<file path="config.mk">
export PLATFORM = sky130hd
export DESIGN_NAME = aim_top
export DESIGN_NICKNAME = d
export VERILOG_FILES = /design/src/hdl/aim_pkg.sv /design/src/hdl/aim_flag_if.sv /design/src/hdl/aim_irq_gate.sv /design/src/hdl/aim_top.sv
export SDC_FILE = /design/constraint.sdc
export NUM_CORES = 1
export LEC_CHECK = 0
export BUFFER_PORTS_ARGS = -buffer_cell sky130_fd_sc_hd__clkbuf_2
export CORE_UTILIZATION = 45
export DETAILED_ROUTE_END_ITERATION = 7
export GPL_TIMING_DRIVEN = 0
export PLACE_DENSITY = 0.8
export SYNTH_ARGS = -nofsm -noshare
export SYNTH_HDL_FRONTEND = slang
export SYNTH_SLANG_ARGS = --single-unit
</file>
<file path="constraint.sdc">
create_clock -name clk -period 1.9 [get_ports clk]
set_input_delay 0 -clock clk [delete_from_list [all_inputs] [get_ports clk]]
set_output_delay 0 -clock clk [all_outputs]
set_load 0.02 [all_outputs]
</file>
<file path="src/hdl/aim_pkg.sv">
// Purpose: Shared constants for the ADC interrupt mask and mode block
// Assumes: 40 MHz system clock, 32-bit register port with byte addresses
// Notes:   Status and data offsets sit beside the mask and mode words
package aim_pkg;

  // ----------------------------------------------------------------
  // Register map
  // ----------------------------------------------------------------
  localparam int unsigned   ADDR_W              = 32;
  localparam int unsigned   DATA_W              = 32;
  localparam logic [31:0]   OFF_STATUS          = 32'hffff0500;
  localparam logic [31:0]   OFF_IRQ_MASK        = 32'hffff0504;
  localparam logic [31:0]   OFF_MODE            = 32'hffff0508;
  localparam logic [31:0]   OFF_PRIMARY_DATA    = 32'hffff0510;
  localparam logic [31:0]   OFF_AUX_DATA        = 32'hffff0514;

  // ----------------------------------------------------------------
  // Status and mask layout (same bit positions in both)
  // ----------------------------------------------------------------
  localparam int unsigned   FLAG_W              = 8;
  localparam int unsigned   BIT_PRIMARY_READY   = 0;
  localparam int unsigned   BIT_AUX_READY       = 1;
  localparam int unsigned   BIT_OVERRANGE       = 3;
  localparam int unsigned   BIT_THRESHOLD       = 4;
  localparam int unsigned   BIT_ACCUM_THRESHOLD = 6;
  localparam logic [7:0]    FLAG_IMPL           = 8'h5b;
  localparam logic [7:0]    MASK_RESET          = 8'h00;
  localparam logic [7:0]    STATUS_RESET        = 8'h00;

  // ----------------------------------------------------------------
  // Mode register layout
  // ----------------------------------------------------------------
  localparam int unsigned   MODE_W              = 8;
  localparam logic [7:0]    MODE_RESET          = 8'h03;
  localparam int unsigned   BIT_CLOCK_SELECT    = 7;
  localparam int unsigned   BIT_LOW_POWER_EN    = 5;
  localparam int unsigned   PM_FIELD_HI         = 4;
  localparam int unsigned   PM_FIELD_LO         = 3;
  // Odd power mode codes (01, 11) mean low power
  localparam int unsigned   PM_LOW_POWER_BIT    = 3;

  // ----------------------------------------------------------------
  // Modulator clock rates
  // ----------------------------------------------------------------
  localparam longint unsigned CLK_HZ            = 40_000_000;
  localparam longint unsigned MOD_FAST_HZ       = 512_000;
  localparam longint unsigned MOD_SLOW_HZ       = 131_000;
  localparam int unsigned     PHASE_W           = 24;
  localparam logic [23:0]     PHASE_INC_FAST    =
    24'((MOD_FAST_HZ << PHASE_W) / CLK_HZ);
  localparam logic [23:0]     PHASE_INC_SLOW    =
    24'((MOD_SLOW_HZ << PHASE_W) / CLK_HZ);

  localparam int unsigned   RESULT_W            = 24;

endpackage : aim_pkg

</file>
<file path="src/hdl/aim_flag_if.sv">
// Purpose: Carries status flags and enables to the interrupt gate
// Assumes: Flags and mask share one bit layout
// Notes:   Irq comes back as a plain level
interface aim_flag_if #(
  parameter int W = 8
);
  logic [W-1:0] flags;
  logic [W-1:0] mask;
  logic         irq;

  modport src  (output flags, output mask, input  irq);
  modport gate (input  flags, input  mask, output irq);
endinterface : aim_flag_if

</file>
<file path="src/hdl/aim_irq_gate.sv">
// Purpose: Gates each status flag by its enable and merges them
// Assumes: Flags and mask are register outputs
// Notes:   Purely combinational; request is a level
module aim_irq_gate #(
  parameter int W = 8
) (
  aim_flag_if.gate fi
);

  logic [W-1:0] gated;

  // ----------------------------------------------------------------
  // Per-source gate
  // ----------------------------------------------------------------
  for (genvar i = 0; i < W; i++) begin : g_src
    assign gated[i] = fi.flags[i] & fi.mask[i];
  end

  // Any enabled source raises the request
  assign fi.irq = |gated;

endmodule : aim_irq_gate

</file>
<file path="src/hdl/aim_top.sv">
// Purpose: ADC interrupt enable mask, status flags and mode register
// Assumes: One clock, synchronous active-low reset, one-cycle strobes
// Notes:   Read data stand only in the cycle after the read strobe
//
// What this block does
// - Mask bit enables same-position status flag
// - Mask reads all zeros after reset
// - Bit 6 gates accumulator threshold flag
// - Bit 4 gates primary threshold flag
// - Bit 3 gates primary overrange flag
// - Bit 1 gates auxiliary ready flag
// - Bit 0 gates primary ready flag
// - Mode register eight bits, resets 0x03
// - Mode bit 7 picks 512 or 131 kHz
// - Low-power enable ignored in normal mode
// - Power codes 00/10 normal, 01/11 low
// - Primary ready set on result, read clears
//
// Decided for this implementation: the strobed register port.
module aim_top #(
  parameter int RESULT_W = aim_pkg::RESULT_W
) (
  input  wire logic                  clk,
  input  wire logic                  resetn,
  input  wire logic [31:0]           bus_addr,
  input  wire logic [31:0]           bus_wdata,
  input  wire logic                  bus_wr,
  input  wire logic                  bus_rd,
  output      logic [31:0]           bus_rdata,
  input  wire logic                  primary_result_valid,
  input  wire logic [RESULT_W-1:0]   primary_result_in,
  input  wire logic                  aux_result_valid,
  input  wire logic [RESULT_W-1:0]   aux_result_in,
  input  wire logic                  accum_threshold_in,
  input  wire logic                  primary_threshold_in,
  input  wire logic                  primary_overrange_in,
  output      logic                  adc_irq,
  output      logic                  modulator_clock_select,
  output      logic                  modulator_clock_tick,
  output      logic [1:0]            power_mode_field,
  output      logic                  low_power_enable,
  output      logic                  low_power_active
);

  // ----------------------------------------------------------------
  // Registers
  // ----------------------------------------------------------------
  logic [7:0]          adc_interrupt_enable_mask_q;
  logic [7:0]          adc_interrupt_enable_mask_d;
  logic [7:0]          adc_operating_mode_q;
  logic [7:0]          adc_operating_mode_d;
  logic [7:0]          adc_status_flags_q;
  logic [7:0]          adc_status_flags_d;
  logic [RESULT_W-1:0] primary_result_data_q;
  logic [RESULT_W-1:0] primary_result_data_d;
  logic [RESULT_W-1:0] aux_result_data_q;
  logic [RESULT_W-1:0] aux_result_data_d;
  logic                aux_read_seen_q;
  logic                aux_read_seen_d;
  logic [31:0]         rdata_q;
  logic [31:0]         rdata_d;
  logic [aim_pkg::PHASE_W-1:0] phase_q;
  logic [aim_pkg::PHASE_W-1:0] phase_d;
  logic                tick_q;
  logic                tick_d;

  // ----------------------------------------------------------------
  // Address decode
  // ----------------------------------------------------------------
  logic sel_status;
  logic sel_mask;
  logic sel_mode;
  logic sel_primary;
  logic sel_aux;
  logic wr_mask;
  logic wr_mode;
  logic wr_status;
  logic rd_primary;
  logic rd_aux;

  assign sel_status  = bus_addr == aim_pkg::OFF_STATUS;
  assign sel_mask    = bus_addr == aim_pkg::OFF_IRQ_MASK;
  assign sel_mode    = bus_addr == aim_pkg::OFF_MODE;
  assign sel_primary = bus_addr == aim_pkg::OFF_PRIMARY_DATA;
  assign sel_aux     = bus_addr == aim_pkg::OFF_AUX_DATA;
  assign wr_mask     = bus_wr & sel_mask;
  assign wr_mode     = bus_wr & sel_mode;
  assign wr_status   = bus_wr & sel_status;
  assign rd_primary  = bus_rd & sel_primary;
  assign rd_aux      = bus_rd & sel_aux;

  // ----------------------------------------------------------------
  // Interrupt enable mask
  // ----------------------------------------------------------------
  // Reserved positions are not stored and read as zero
  assign adc_interrupt_enable_mask_d = wr_mask
    ? (bus_wdata[7:0] & aim_pkg::FLAG_IMPL)
    : adc_interrupt_enable_mask_q;

  // ----------------------------------------------------------------
  // Mode register
  // ----------------------------------------------------------------
  assign adc_operating_mode_d = wr_mode ? bus_wdata[7:0]
                                        : adc_operating_mode_q;

  assign modulator_clock_select =
    adc_operating_mode_q[aim_pkg::BIT_CLOCK_SELECT];
  assign power_mode_field =
    adc_operating_mode_q[aim_pkg::PM_FIELD_HI:aim_pkg::PM_FIELD_LO];
  // Odd codes are low power, even codes normal
  assign low_power_active =
    adc_operating_mode_q[aim_pkg::PM_LOW_POWER_BIT];
  // Enable only reaches the converter in a low-power code
  assign low_power_enable = low_power_active
    & adc_operating_mode_q[aim_pkg::BIT_LOW_POWER_EN];

  // ----------------------------------------------------------------
  // Modulator clock tick
  // ----------------------------------------------------------------
  // 40 MHz is no whole multiple of either rate, so a phase
  // accumulator spreads the ticks; jitter is one system cycle.
  logic [aim_pkg::PHASE_W-1:0] phase_inc;
  logic [aim_pkg::PHASE_W:0]   phase_sum;

  assign phase_inc = modulator_clock_select
    ? aim_pkg::PHASE_INC_FAST
    : aim_pkg::PHASE_INC_SLOW;
  assign phase_sum = {1'b0, phase_q} + {1'b0, phase_inc};
  assign phase_d   = phase_sum[aim_pkg::PHASE_W-1:0];
  assign tick_d    = phase_sum[aim_pkg::PHASE_W];
  assign modulator_clock_tick = tick_q;

  // ----------------------------------------------------------------
  // Result data capture
  // ----------------------------------------------------------------
  assign primary_result_data_d = primary_result_valid
    ? primary_result_in : primary_result_data_q;
  assign aux_result_data_d = aux_result_valid
    ? aux_result_in : aux_result_data_q;

  // Aux ready clears on aux read followed by primary read, or on a status write of its bit
  assign aux_read_seen_d = rd_aux ? 1'b1
                         : (rd_primary ? 1'b0 : aux_read_seen_q);

  // ----------------------------------------------------------------
  // Status flags
  // ----------------------------------------------------------------
  // A set in the same cycle as its clear wins, so no event is lost
  logic [7:0] flag_set;
  logic [7:0] flag_clr;

  always_comb begin
    flag_set = '0;
    flag_set[aim_pkg::BIT_PRIMARY_READY]   = primary_result_valid;
    flag_set[aim_pkg::BIT_AUX_READY]       = aux_result_valid;
    flag_set[aim_pkg::BIT_OVERRANGE]       = primary_overrange_in;
    flag_set[aim_pkg::BIT_THRESHOLD]       = primary_threshold_in;
    flag_set[aim_pkg::BIT_ACCUM_THRESHOLD] = accum_threshold_in;
  end

  always_comb begin
    flag_clr = wr_status ? bus_wdata[7:0] : 8'h00;
    if (rd_primary) begin
      flag_clr[aim_pkg::BIT_PRIMARY_READY] = 1'b1;
    end
    if (rd_primary && aux_read_seen_q) begin
      flag_clr[aim_pkg::BIT_AUX_READY] = 1'b1;
    end
  end

  assign adc_status_flags_d =
    (flag_set | (adc_status_flags_q & ~flag_clr)) & aim_pkg::FLAG_IMPL;

  // ----------------------------------------------------------------
  // Named enable and flag fields
  // ----------------------------------------------------------------
  // Only named sources reach the gate; reserved positions stay zero
  logic       accum_threshold_irq_enable;
  logic       primary_threshold_irq_enable;
  logic       primary_overrange_irq_enable;
  logic       aux_ready_irq_enable;
  logic       primary_ready_irq_enable;
  logic       accum_threshold_flag;
  logic       primary_threshold_flag;
  logic       primary_overrange_flag;
  logic       aux_ready_flag;
  logic       primary_ready_flag;
  logic [7:0] gate_flags;
  logic [7:0] gate_mask;

  assign accum_threshold_irq_enable =
    adc_interrupt_enable_mask_q[aim_pkg::BIT_ACCUM_THRESHOLD];
  assign primary_threshold_irq_enable =
    adc_interrupt_enable_mask_q[aim_pkg::BIT_THRESHOLD];
  assign primary_overrange_irq_enable =
    adc_interrupt_enable_mask_q[aim_pkg::BIT_OVERRANGE];
  assign aux_ready_irq_enable =
    adc_interrupt_enable_mask_q[aim_pkg::BIT_AUX_READY];
  assign primary_ready_irq_enable =
    adc_interrupt_enable_mask_q[aim_pkg::BIT_PRIMARY_READY];

  assign accum_threshold_flag =
    adc_status_flags_q[aim_pkg::BIT_ACCUM_THRESHOLD];
  assign primary_threshold_flag =
    adc_status_flags_q[aim_pkg::BIT_THRESHOLD];
  assign primary_overrange_flag =
    adc_status_flags_q[aim_pkg::BIT_OVERRANGE];
  assign aux_ready_flag =
    adc_status_flags_q[aim_pkg::BIT_AUX_READY];
  assign primary_ready_flag =
    adc_status_flags_q[aim_pkg::BIT_PRIMARY_READY];

  always_comb begin
    gate_mask = '0;
    gate_mask[aim_pkg::BIT_ACCUM_THRESHOLD] = accum_threshold_irq_enable;
    gate_mask[aim_pkg::BIT_THRESHOLD]       = primary_threshold_irq_enable;
    gate_mask[aim_pkg::BIT_OVERRANGE]       = primary_overrange_irq_enable;
    gate_mask[aim_pkg::BIT_AUX_READY]       = aux_ready_irq_enable;
    gate_mask[aim_pkg::BIT_PRIMARY_READY]   = primary_ready_irq_enable;
  end

  always_comb begin
    gate_flags = '0;
    gate_flags[aim_pkg::BIT_ACCUM_THRESHOLD] = accum_threshold_flag;
    gate_flags[aim_pkg::BIT_THRESHOLD]       = primary_threshold_flag;
    gate_flags[aim_pkg::BIT_OVERRANGE]       = primary_overrange_flag;
    gate_flags[aim_pkg::BIT_AUX_READY]       = aux_ready_flag;
    gate_flags[aim_pkg::BIT_PRIMARY_READY]   = primary_ready_flag;
  end

  // ----------------------------------------------------------------
  // Interrupt gate
  // ----------------------------------------------------------------
  aim_flag_if #(.W(aim_pkg::FLAG_W)) flag_bus ();

  assign flag_bus.flags = gate_flags;
  assign flag_bus.mask  = gate_mask;

  aim_irq_gate #(.W(aim_pkg::FLAG_W)) u_irq_gate (
    .fi (flag_bus.gate)
  );

  assign adc_irq = flag_bus.irq;

  // ----------------------------------------------------------------
  // Read path
  // ----------------------------------------------------------------
  // Unmapped addresses read as zero
  logic [31:0] read_value;

  assign read_value =
      sel_status  ? {24'h000000, adc_status_flags_q}
    : sel_mask    ? {24'h000000, adc_interrupt_enable_mask_q}
    : sel_mode    ? {24'h000000, adc_operating_mode_q}
    : sel_primary ? 32'(primary_result_data_q)
    : sel_aux     ? 32'(aux_result_data_q)
    : 32'h00000000;

  assign rdata_d   = bus_rd ? read_value : 32'h00000000;
  assign bus_rdata = rdata_q;

  // ----------------------------------------------------------------
  // Flip-flops
  // ----------------------------------------------------------------
  always_ff @(posedge clk) begin
    if (!resetn) begin
      adc_interrupt_enable_mask_q <= aim_pkg::MASK_RESET;
      adc_operating_mode_q        <= aim_pkg::MODE_RESET;
      adc_status_flags_q          <= aim_pkg::STATUS_RESET;
    end else begin
      adc_interrupt_enable_mask_q <= adc_interrupt_enable_mask_d;
      adc_operating_mode_q        <= adc_operating_mode_d;
      adc_status_flags_q          <= adc_status_flags_d;
    end
  end

  always_ff @(posedge clk) begin
    if (!resetn) begin
      primary_result_data_q <= '0;
      aux_result_data_q     <= '0;
      aux_read_seen_q       <= 1'b0;
      rdata_q               <= 32'h00000000;
    end else begin
      primary_result_data_q <= primary_result_data_d;
      aux_result_data_q     <= aux_result_data_d;
      aux_read_seen_q       <= aux_read_seen_d;
      rdata_q               <= rdata_d;
    end
  end

  always_ff @(posedge clk) begin
    if (!resetn) begin
      phase_q <= '0;
      tick_q  <= 1'b0;
    end else begin
      phase_q <= phase_d;
      tick_q  <= tick_d;
    end
  end

endmodule : aim_top

</file>
* Word level (Yosys, flattened, before mapping)
Index checks and enable logic that the tools add are counted.
Operators by class: multiplexer cells 11, bitwise logic cells 16, shift-type cells 0, $mul 0, add/sub/neg operators 1, magnitude comparators 0, divide/modulo/power cells 0, reduce and logical (&&, ||, !) cells 6, eq/ne operators 5
Operators with widths (number):
- $eq A32 B32 Y1 const B | 5
- $mux W24 | 2
- $add A24 B18 Y25 | 1
- $mux W8 | 3
- $mux W18 | 1
- $and A1 B1 Y1 | 11
- $reduce_or A5 Y1 | 2
- $and A7 B7 Y7 | 1
- $mux W7 | 1
- $not A7 Y7 | 1
- $or A7 B7 Y7 | 1
- $reduce_or A6 Y1 | 1
- $mux W1 | 4
- $not A1 Y1 | 2
- $reduce_and A2 Y1 | 1
- $reduce_bool A2 Y1 | 1
- $logic_and A1 B1 Y1 | 1
Word-level totals: latch bits 0, memories kept 0, register bits after elaboration 124, output and inout port bits 39, bits in writable memories 0, bits of input ports 121, ROM bits 0, logic and storage cells 50

* Logic depth before layout (Yosys ltp)
Gate-level depths: netlist of the first run.
depth in word-level cells 7, mapped depth 8, gate-level depth less buffers 8

* By module
Synthesis of the first run repeated with hierarchy kept, for this count alone.
Second synthesis, totals: cells, all modules 574, area total of the unflattened synthesis 5193.7 µm²
By module, submodules not included:
- aim_top | area each 5157.4 µm², sequential area each 2322.2 µm², instances 1, cells each 569
- aim_irq_gate | area each 36.3 µm², sequential area each 0.0 µm², instances 1, cells each 5

* Least setup slack after synthesis of the first run
OpenSTA, ideal clock, no wires.
path type flip-flop to flip-flop, from register adc_operating_mode_q[7], to register phase_q[10] (netlist name), setup slack -0.419 ns, stages on the path, launching flop included 9, clock period less this slack 2.319 ns, path buffers 0, library setup time 0.115 ns, data arrival time 2.205 ns, data required time 1.785 ns, cells stage by stage dfxtp_1 -> inv_1 -> ha_1 -> ha_1 -> a21o_1 -> a221o_1 -> a21bo_2 -> o21a_1 -> o21a_1
On the way: word-level cells in the longest chain between the ends 2
RTL lines:
- start: declaration | RTL line aim_top.sv:50 | logic [7:0] adc_operating_mode_q;
- start signal: assignment | RTL line aim_top.sv:268 | adc_operating_mode_q <= aim_pkg::MODE_RESET;
- start signal: assignment | RTL line aim_top.sv:272 | adc_operating_mode_q <= adc_operating_mode_d;
- $mux W18 | RTL line aim_top.sv:126 | ? aim_pkg::PHASE_INC_FAST
- $add A24 B18 Y25 | RTL line aim_top.sv:128 | assign phase_sum = {1'b0, phase_q} + {1'b0, phase_inc};
- end signal: assignment | RTL line aim_top.sv:296 | phase_q <= phase_d;
- end: declaration | RTL line aim_top.sv:62 | logic [aim_pkg::PHASE_W-1:0] phase_q;
No other way between the ends. A chain may end at the register's enable or synchronous reset.

* Worst setup path after layout of the first run
Ends and elaborated chain as after synthesis.

==> results.py, run 1 <==
metrics = {
    "global_route": {
        "grt_max_degree": 17,
        "grt_overflow": 0,
        "grt_usage_pct": 26.6,
        "antenna_found_initial": 0,
        "grt_pass1_vias": 5057,
        "grt_pass1_wl_um": 24100,
    },
    "sta": {
        "timing.final.crit_share_pct": 110,
        "slew_viol_final": 0,
        "rsz0062_at_grt": "true",
        "max_freq_ghz": 0.478,
        "finalSetupViolations": 19,
        "finClkSkew_ns": 0.00733,
        "period_minus_slack_ns": 2.09,
        "setup_ws_ns": -0.193,
        "worst_slew_pin_slew_ns": 0.633,
        "slew_headroom_pct": 57.7,
        "hold_viol_final": 0,
    },
    "worst_setup_path": {
        "crit_slowest_cell": "a221o_1",
        "worstPathRequired_ns": 2.20,
        "critical_path.cell_chain": "buf_4, ha_4, and3_4, a221o_1, a21bo_2, o21a_1, o21a_1",
        "cpPeakStageDelay_ns": 0.42,
        "worstSetupEndpointType": "register",
        "cp_max_fo": 5,
        "startpoint": "adc_operating_mode_q[7]",
        "arrival_ns": 2.39,
        "criticalPathCategory": "reg -> reg",
        "crit_top_cell": "o21a_1",
        "startpoint_type": "register",
        "r2r_start": "adc_operating_mode_q[7]",
    },
    "pwr": {
        "ir_drop_uv": 743,
        "p_leak_uw": 0.00347,
        "cellPowerDensity_mw_per_mm2": 893,
    },
    "synthesis": {
        "synth_top_cell_area_share_pct": 44.4,
        "syn_area_per_cell_um2": 9.44,
        "postSynth.topFlopCell": "dfxtp_1",
        "synthTopCellsByArea": "dfxtp_1 44%, mux2i_1 13%, nor2_1 5.8%, a22oi_1 2.9%, ha_1 2.6%",
        "ys_seq_area_share_pct": 44.4,
        "synth_seq_cells": 116,
        "ys_top_cells_by_count": "116 x dfxtp_1, 81 x nor2_1, 68 x mux2i_1",
        "yosys.area.top_type": "dfxtp_1",
        "syn_inst": 554,
        "syn_area_mm2": 0.00523,
        "yosysMostFrequentCell": "dfxtp_1",
        "synth_edf_count": 0,
        "synthDistinctLibCells": 62,
        "ys_warn_count": 0,
        "synthArstFlopShare_pct": 0,
    },
    "floorplanning": {
        "die_x_um": 110,
        "coreArea_mm2": 0.0111,
        "die_y_um": 110,
        "dieArea_mm2": 0.0121,
        "start_util_pct": 47.2,
        "io_pins": 160,
        "num_rows": 38,
    },
    "clock_tree": {
        "cts_sinks": 116,
        "cts_buffers": 17,
        "root_buffer": "clkbuf_16",
        "cts_tree": "yes",
        "cts.clk_slew.worst_paths_ns": 0.05,
        "h-tree-depth": 4,
        "cts.path.max_buffers": 2,
        "clk_latency_ns": 0.41,
    },
    "drt": {
        "drc": 0,
        "ant_nets": 0,
        "viasPerCell": 5.49,
        "firstDrtPassIters": 5,
        "wl_per_cell_um": 16.9,
        "dr_total_vias": 5151,
        "drt-total-wl_um": 15800,
        "first_iter_violations": 369,
    },
    "placement": {
        "place_area_mm2": 0.00612,
        "port_buffers": 124,
        "place.gp.congestion": 0.857,
        "dp_hpwl_um": 10200,
        "post-place-ws_ns": -0.313,
    },
    "layout": {
        "fill_cells": 819,
        "drive_above_1_share_pct": 31.2,
        "utilization_pct": 69.2,
        "ff_latch_area_mm2": 0.00233,
        "area_growth_pct": 46.5,
        "final_cell_area_mm2": 0.00766,
        "nets": 917,
        "multiInputGateArea_mm2": 0.00290,
    },
    "worst_hold_path": {
        "hp-start": "bus_addr[3]",
        "worstHoldPathType": "in -> reg",
    },
    "flow_run": {
        "cap_violations": 0,
    },
    "outcome": {
        "status": "finished with violations",
        "violations": "negative setup slack",
    },
}
-- final timing paths --
check / slack [ns] / to / cells after the start
worst max-delay path: -0.19 / phase_q[10] / 7
worst min-delay path: 0.04 / bus_rdata[5] / 3
worst max register to register: -0.19 / phase_q[10] / 7
worst min register to register: 0.49 / bus_rdata[4] / 2
-- per-stage QoR --
stage                     total power, uW  TNS (ns)  std cells  hold WS (ns)
after global placement               3450     -1.97        825         0.237
after CTS                            6790     -1.08        934       0.00854
after floorplan                      3220    -0.122        561         0.101
after global routing                 7100     -3.27        938        0.0746
final                                6840     -1.72        939        0.0373
after detailed placement             3480     -2.48        825         0.244
-- kinds of logic (layout without fill, tap and decap cells) --
family          Yosys count  in the layout  share of synthesized area, %
compound gates          113            113                          15.7
xor+xnor                  7              7                          1.17
fa+ha+maj                11             11                          2.63
buf+inv                  53            290                          5.43
flops                   116            116                          44.4
mux                      68             68                          13.0
other cells               1              9                        0.0717
simple gates            185            185                          17.6
-- placed cells by master (no fill, tap or decap), drive strengths merged, types with 4 or more instances in the layout --
cell type | Yosys | routed
clkbuf | 16 | 162
dfxtp | 116 | 116
nor2 | 92 | 92
mux2i | 68 | 68
dlygate4sd3 | 0 | 62
buf | 22 | 42
nand2 | 31 | 31
a22oi | 22 | 22
a21oi | 22 | 22
inv | 15 | 15
o21ai | 12 | 12
ha | 11 | 11
o21a | 10 | 10
nand4 | 10 | 10
conb | 1 | 8
and2 | 8 | 8
nand3 | 8 | 8
nand2b | 7 | 7
nor3 | 7 | 7
o211ai | 6 | 6
a221o | 6 | 6
a31oi | 6 | 6
and3 | 6 | 6
o41ai | 5 | 5
a21o | 4 | 4
xnor2 | 4 | 4
clkinv | 0 | 4
-- state kept, by name, indices dropped and copies added, names as in the netlist --
signal,flops
adc_interrupt_enable_mask_q,5
adc_operating_mode_q,8
adc_status_flags_q,5
aux_read_seen_q,1
aux_result_data_q,24
bus_rdata,24
modulator_clock_tick,1
phase_q,24
primary_result_data_q,24
-- layer usage --
layer  vias up  GRT usage (%)  share of wire (%)
li1       2447              -                  -
met1      2440           28.8                 39
met2       215           48.8                 52
met3        49           6.70                6.9
met4         0           11.2                2.5
met5         -              0                  0
-- worst max-delay path: cells and delay by family (launching register included) --
| family | cells | cell delay [ns] |
|---|---|---|
| simple gates | 1 | 0.18 |
| fa+ha+maj | 1 | 0.26 |
| buf+inv | 1 | 0.17 |
| flops | 1 | 0.38 |
| compound gates | 4 | 1.00 |
-- power by group --
group / switching, uW / internal (uW) / leakage, uW
combinational: 535 / 523 / 0.00224
clock: 1090 / 2020 / 0.000279
sequential: 109 / 2570 / 0.000951
-- repair_timing --
action / 4_1_cts / 5_1_grt
setup endpoints to repair: 16 / 19
buffers inserted: 16 / 4
pin swaps: 18 / 12
hold buffers: 62 / 0
endpoints found under the hold margin: 66 / 0
resized for setup: 26 / 12
-- layout make-up --
type	instances	share of cell area, %
sequential	116	30.4
timing repair buffer	206	18.2
multi-input combinational	392	37.9
inverter	15	0.767
tap	140	2.29
antenna	1	0.0327
clock buffer	23	6.24
buffer	37	2.92
clock inverter	9	1.34
(Power assumes the default switching activity.)
==> inputs of run 2 (changes only) <==
--- a/config.mk
+++ b/config.mk
@@ -9,7 +9,7 @@
 export CORE_UTILIZATION = 45
 export DETAILED_ROUTE_END_ITERATION = 7
 export GPL_TIMING_DRIVEN = 0
-export PLACE_DENSITY = 0.8
+export PLACE_DENSITY = 0.77
 export SYNTH_ARGS = -nofsm -noshare
 export SYNTH_HDL_FRONTEND = slang
 export SYNTH_SLANG_ARGS = --single-unit
==> constraint.sdc (replaced) <==
create_clock -name clk -period 2.02 [get_ports clk]
set_input_delay 0 -clock clk [delete_from_list [all_inputs] [get_ports clk]]
set_output_delay 0 -clock clk [all_outputs]
set_load 0.02 [all_outputs]
==> run 2 against run 1 <==
The flow still finishes with violations (negative setup slack). Critical path depth unchanged. Largest power group unchanged. Flip-flop and latch count stayed put. Final area is 0.44% higher. Routed wire length increased by 2.7%.
==> results.py, run 2 (synthesis results as in run 1) <==
metrics = {
    "sta": {
        "slew_viol_final": 0,
        "hold_viol_final": 0,
        "max_freq_ghz": 0.475,
        "setup_ws_ns": -0.0874,
        "timing.final.crit_share_pct": 104,
        "rsz0062_at_grt": "true",
        "slew_headroom_pct": 56.8,
        "finalSetupViolations": 12,
        "worst_slew_pin_slew_ns": 0.648,
        "period_minus_slack_ns": 2.11,
        "finClkSkew_ns": 0.0109,
    },
    "worst_setup_path": {
        "arrival_ns": 2.41,
        "worstPathRequired_ns": 2.32,
        "criticalPathCategory": "reg -> reg",
        "cp_max_fo": 6,
        "worstSetupEndpointType": "register",
        "startpoint_type": "register",
    },
    "layout": {
        "antenna_cells": 0,
        "final_common_cell": "clkbuf_2",
        "layout_common_cells": "124 x clkbuf_2, 115 x dfxtp_1, 81 x nor2_1",
        "drive_above_1_share_pct": 31.6,
        "utilization_pct": 69.5,
        "nets": 918,
        "area_growth_pct": 47.2,
    },
    "clock_tree": {
        "root_buffer": "clkbuf_16",
        "cts_buffers": 17,
        "cts_sinks": 116,
        "cts.path.max_buffers": 2,
        "cts_tree": "yes",
        "clk_latency_ns": 0.41,
        "cts.clk_slew.worst_paths_ns": 0.06,
        "h-tree-depth": 4,
    },
    "drt": {
        "ant_nets": 0,
        "first_iter_violations": 393,
        "firstDrtPassIters": 5,
        "drc": 0,
        "wl_per_cell_um": 17.3,
        "viasPerCell": 5.49,
        "dr_total_vias": 5148,
        "drt-total-wl_um": 16300,
    },
    "pwr": {
        "combPwrFrac_pct": 15.4,
        "p_clk_share_pct": 46.2,
        "internal-power_uw": 4930,
        "power_uw": 6580,
        "p_leak_uw": 0.00351,
        "switching_share_pct": 25.2,
        "cellPowerDensity_mw_per_mm2": 856,
        "ir_drop_uv": 601,
        "p_seq_share_pct": 38.5,
        "switching_power_uw": 1660,
    },
    "global_route": {
        "grt_overflow": 0,
        "grt_max_degree": 17,
        "antenna_found_initial": 0,
        "grt_pass1_wl_um": 24200,
        "grt_usage_pct": 26.7,
        "grt_pass1_vias": 5100,
    },
    "floorplanning": {
        "start_util_pct": 47.2,
        "dieArea_mm2": 0.0121,
        "die_y_um": 110,
        "coreArea_mm2": 0.0111,
        "die_x_um": 110,
        "num_rows": 38,
        "io_pins": 160,
    },
    "placement": {
        "dp_hpwl_um": 10300,
        "place.gp.congestion": 0.929,
        "post-place-ws_ns": -0.348,
        "port_buffers": 124,
    },
    "flow_run": {
        "cap_violations": 0,
    },
    "worst_hold_path": {
        "worstHoldPathType": "in -> reg",
    },
    "outcome": {
        "status": "finished with violations",
        "violations": "negative setup slack",
    },
}
run 2: cell types whose count changed in the layout (fill, tap and decap cells not counted), sizes merged:
cell / change
dlygate4sd3: -1
clkinvlp: -1
diode: -1
clkbuf: -2
bufinv: +1
buf: +2
run 2: repair_timing:
item / in CTS / in global routing
endpoints found under the setup margin: 16 / 16
setup buffers: 7 / 15
endpoints found under the hold margin: 66 / 0
gates resized for setup: 21 / 29
hold buffers: 61 / 0
pin swaps: 9 / 20
run 2: stage by stage:
stage,instances,setup TNS (ns),hold slack [ns],instance area (um2)
floorplan,561,0,0.101,5270
global placement,825,-2.05,0.236,6060
detailed placement,825,-2.39,0.242,6060
CTS,922,-0.201,0.0117,7420
global route,937,-1.49,0.0396,7700
finish,937,-0.507,0.0129,7700
run 2: final timing paths:
kind,from,to,slack (ns),depth (start not counted)
worst max-delay path,adc_operating_mode_q[7],phase_q[10],-0.09,7
worst min-delay path,bus_addr[3],bus_rdata[2],0.01,3
worst max register to register,adc_operating_mode_q[7],phase_q[10],-0.09,7
worst min register to register,adc_operating_mode_q[1],adc_operating_mode_q[1],0.49,2
run 2: routing by layer:
layer / global-route usage, % / routed length (um)
met3: 6.70 / 955
met4: 12.6 / 641
met5: 0 / 0
met2: 49.2 / 8470
met1: 28.2 / 6190
run 2: layout make-up:
cell class	count	area [um2]
plain buffers	37	224
inverters	15	61.3
clock inverters	9	129
well taps	140	175
fillers	820	3380
multi-input cells	392	2910
repair buffers	207	1400
flip-flops and latches	116	2330
clock buffers	21	470
run 2: power by group through the flow:
stage / Sequential [uW] / Combinational (uW) / Clock, uW
6_report: 2530 / 1010 / 3040
5_1_grt: 2540 / 1090 / 3170
4_1_cts: 2510 / 864 / 3050
3_5_place_dp: 2540 / 716 / 0
3_3_place_gp: 2540 / 699 / 0
2_1_floorplan: 2520 / 499 / 0
run 2: worst max-delay path, cell delays in order, from the launching register on:
cell and delay, ns:
dfxtp_4 0.39, buf_4 0.16, ha_4 0.24, a21o_1 0.23, a221o_2 0.43, a21bo_2 0.22, o21a_1 0.16, o21a_1 0.16
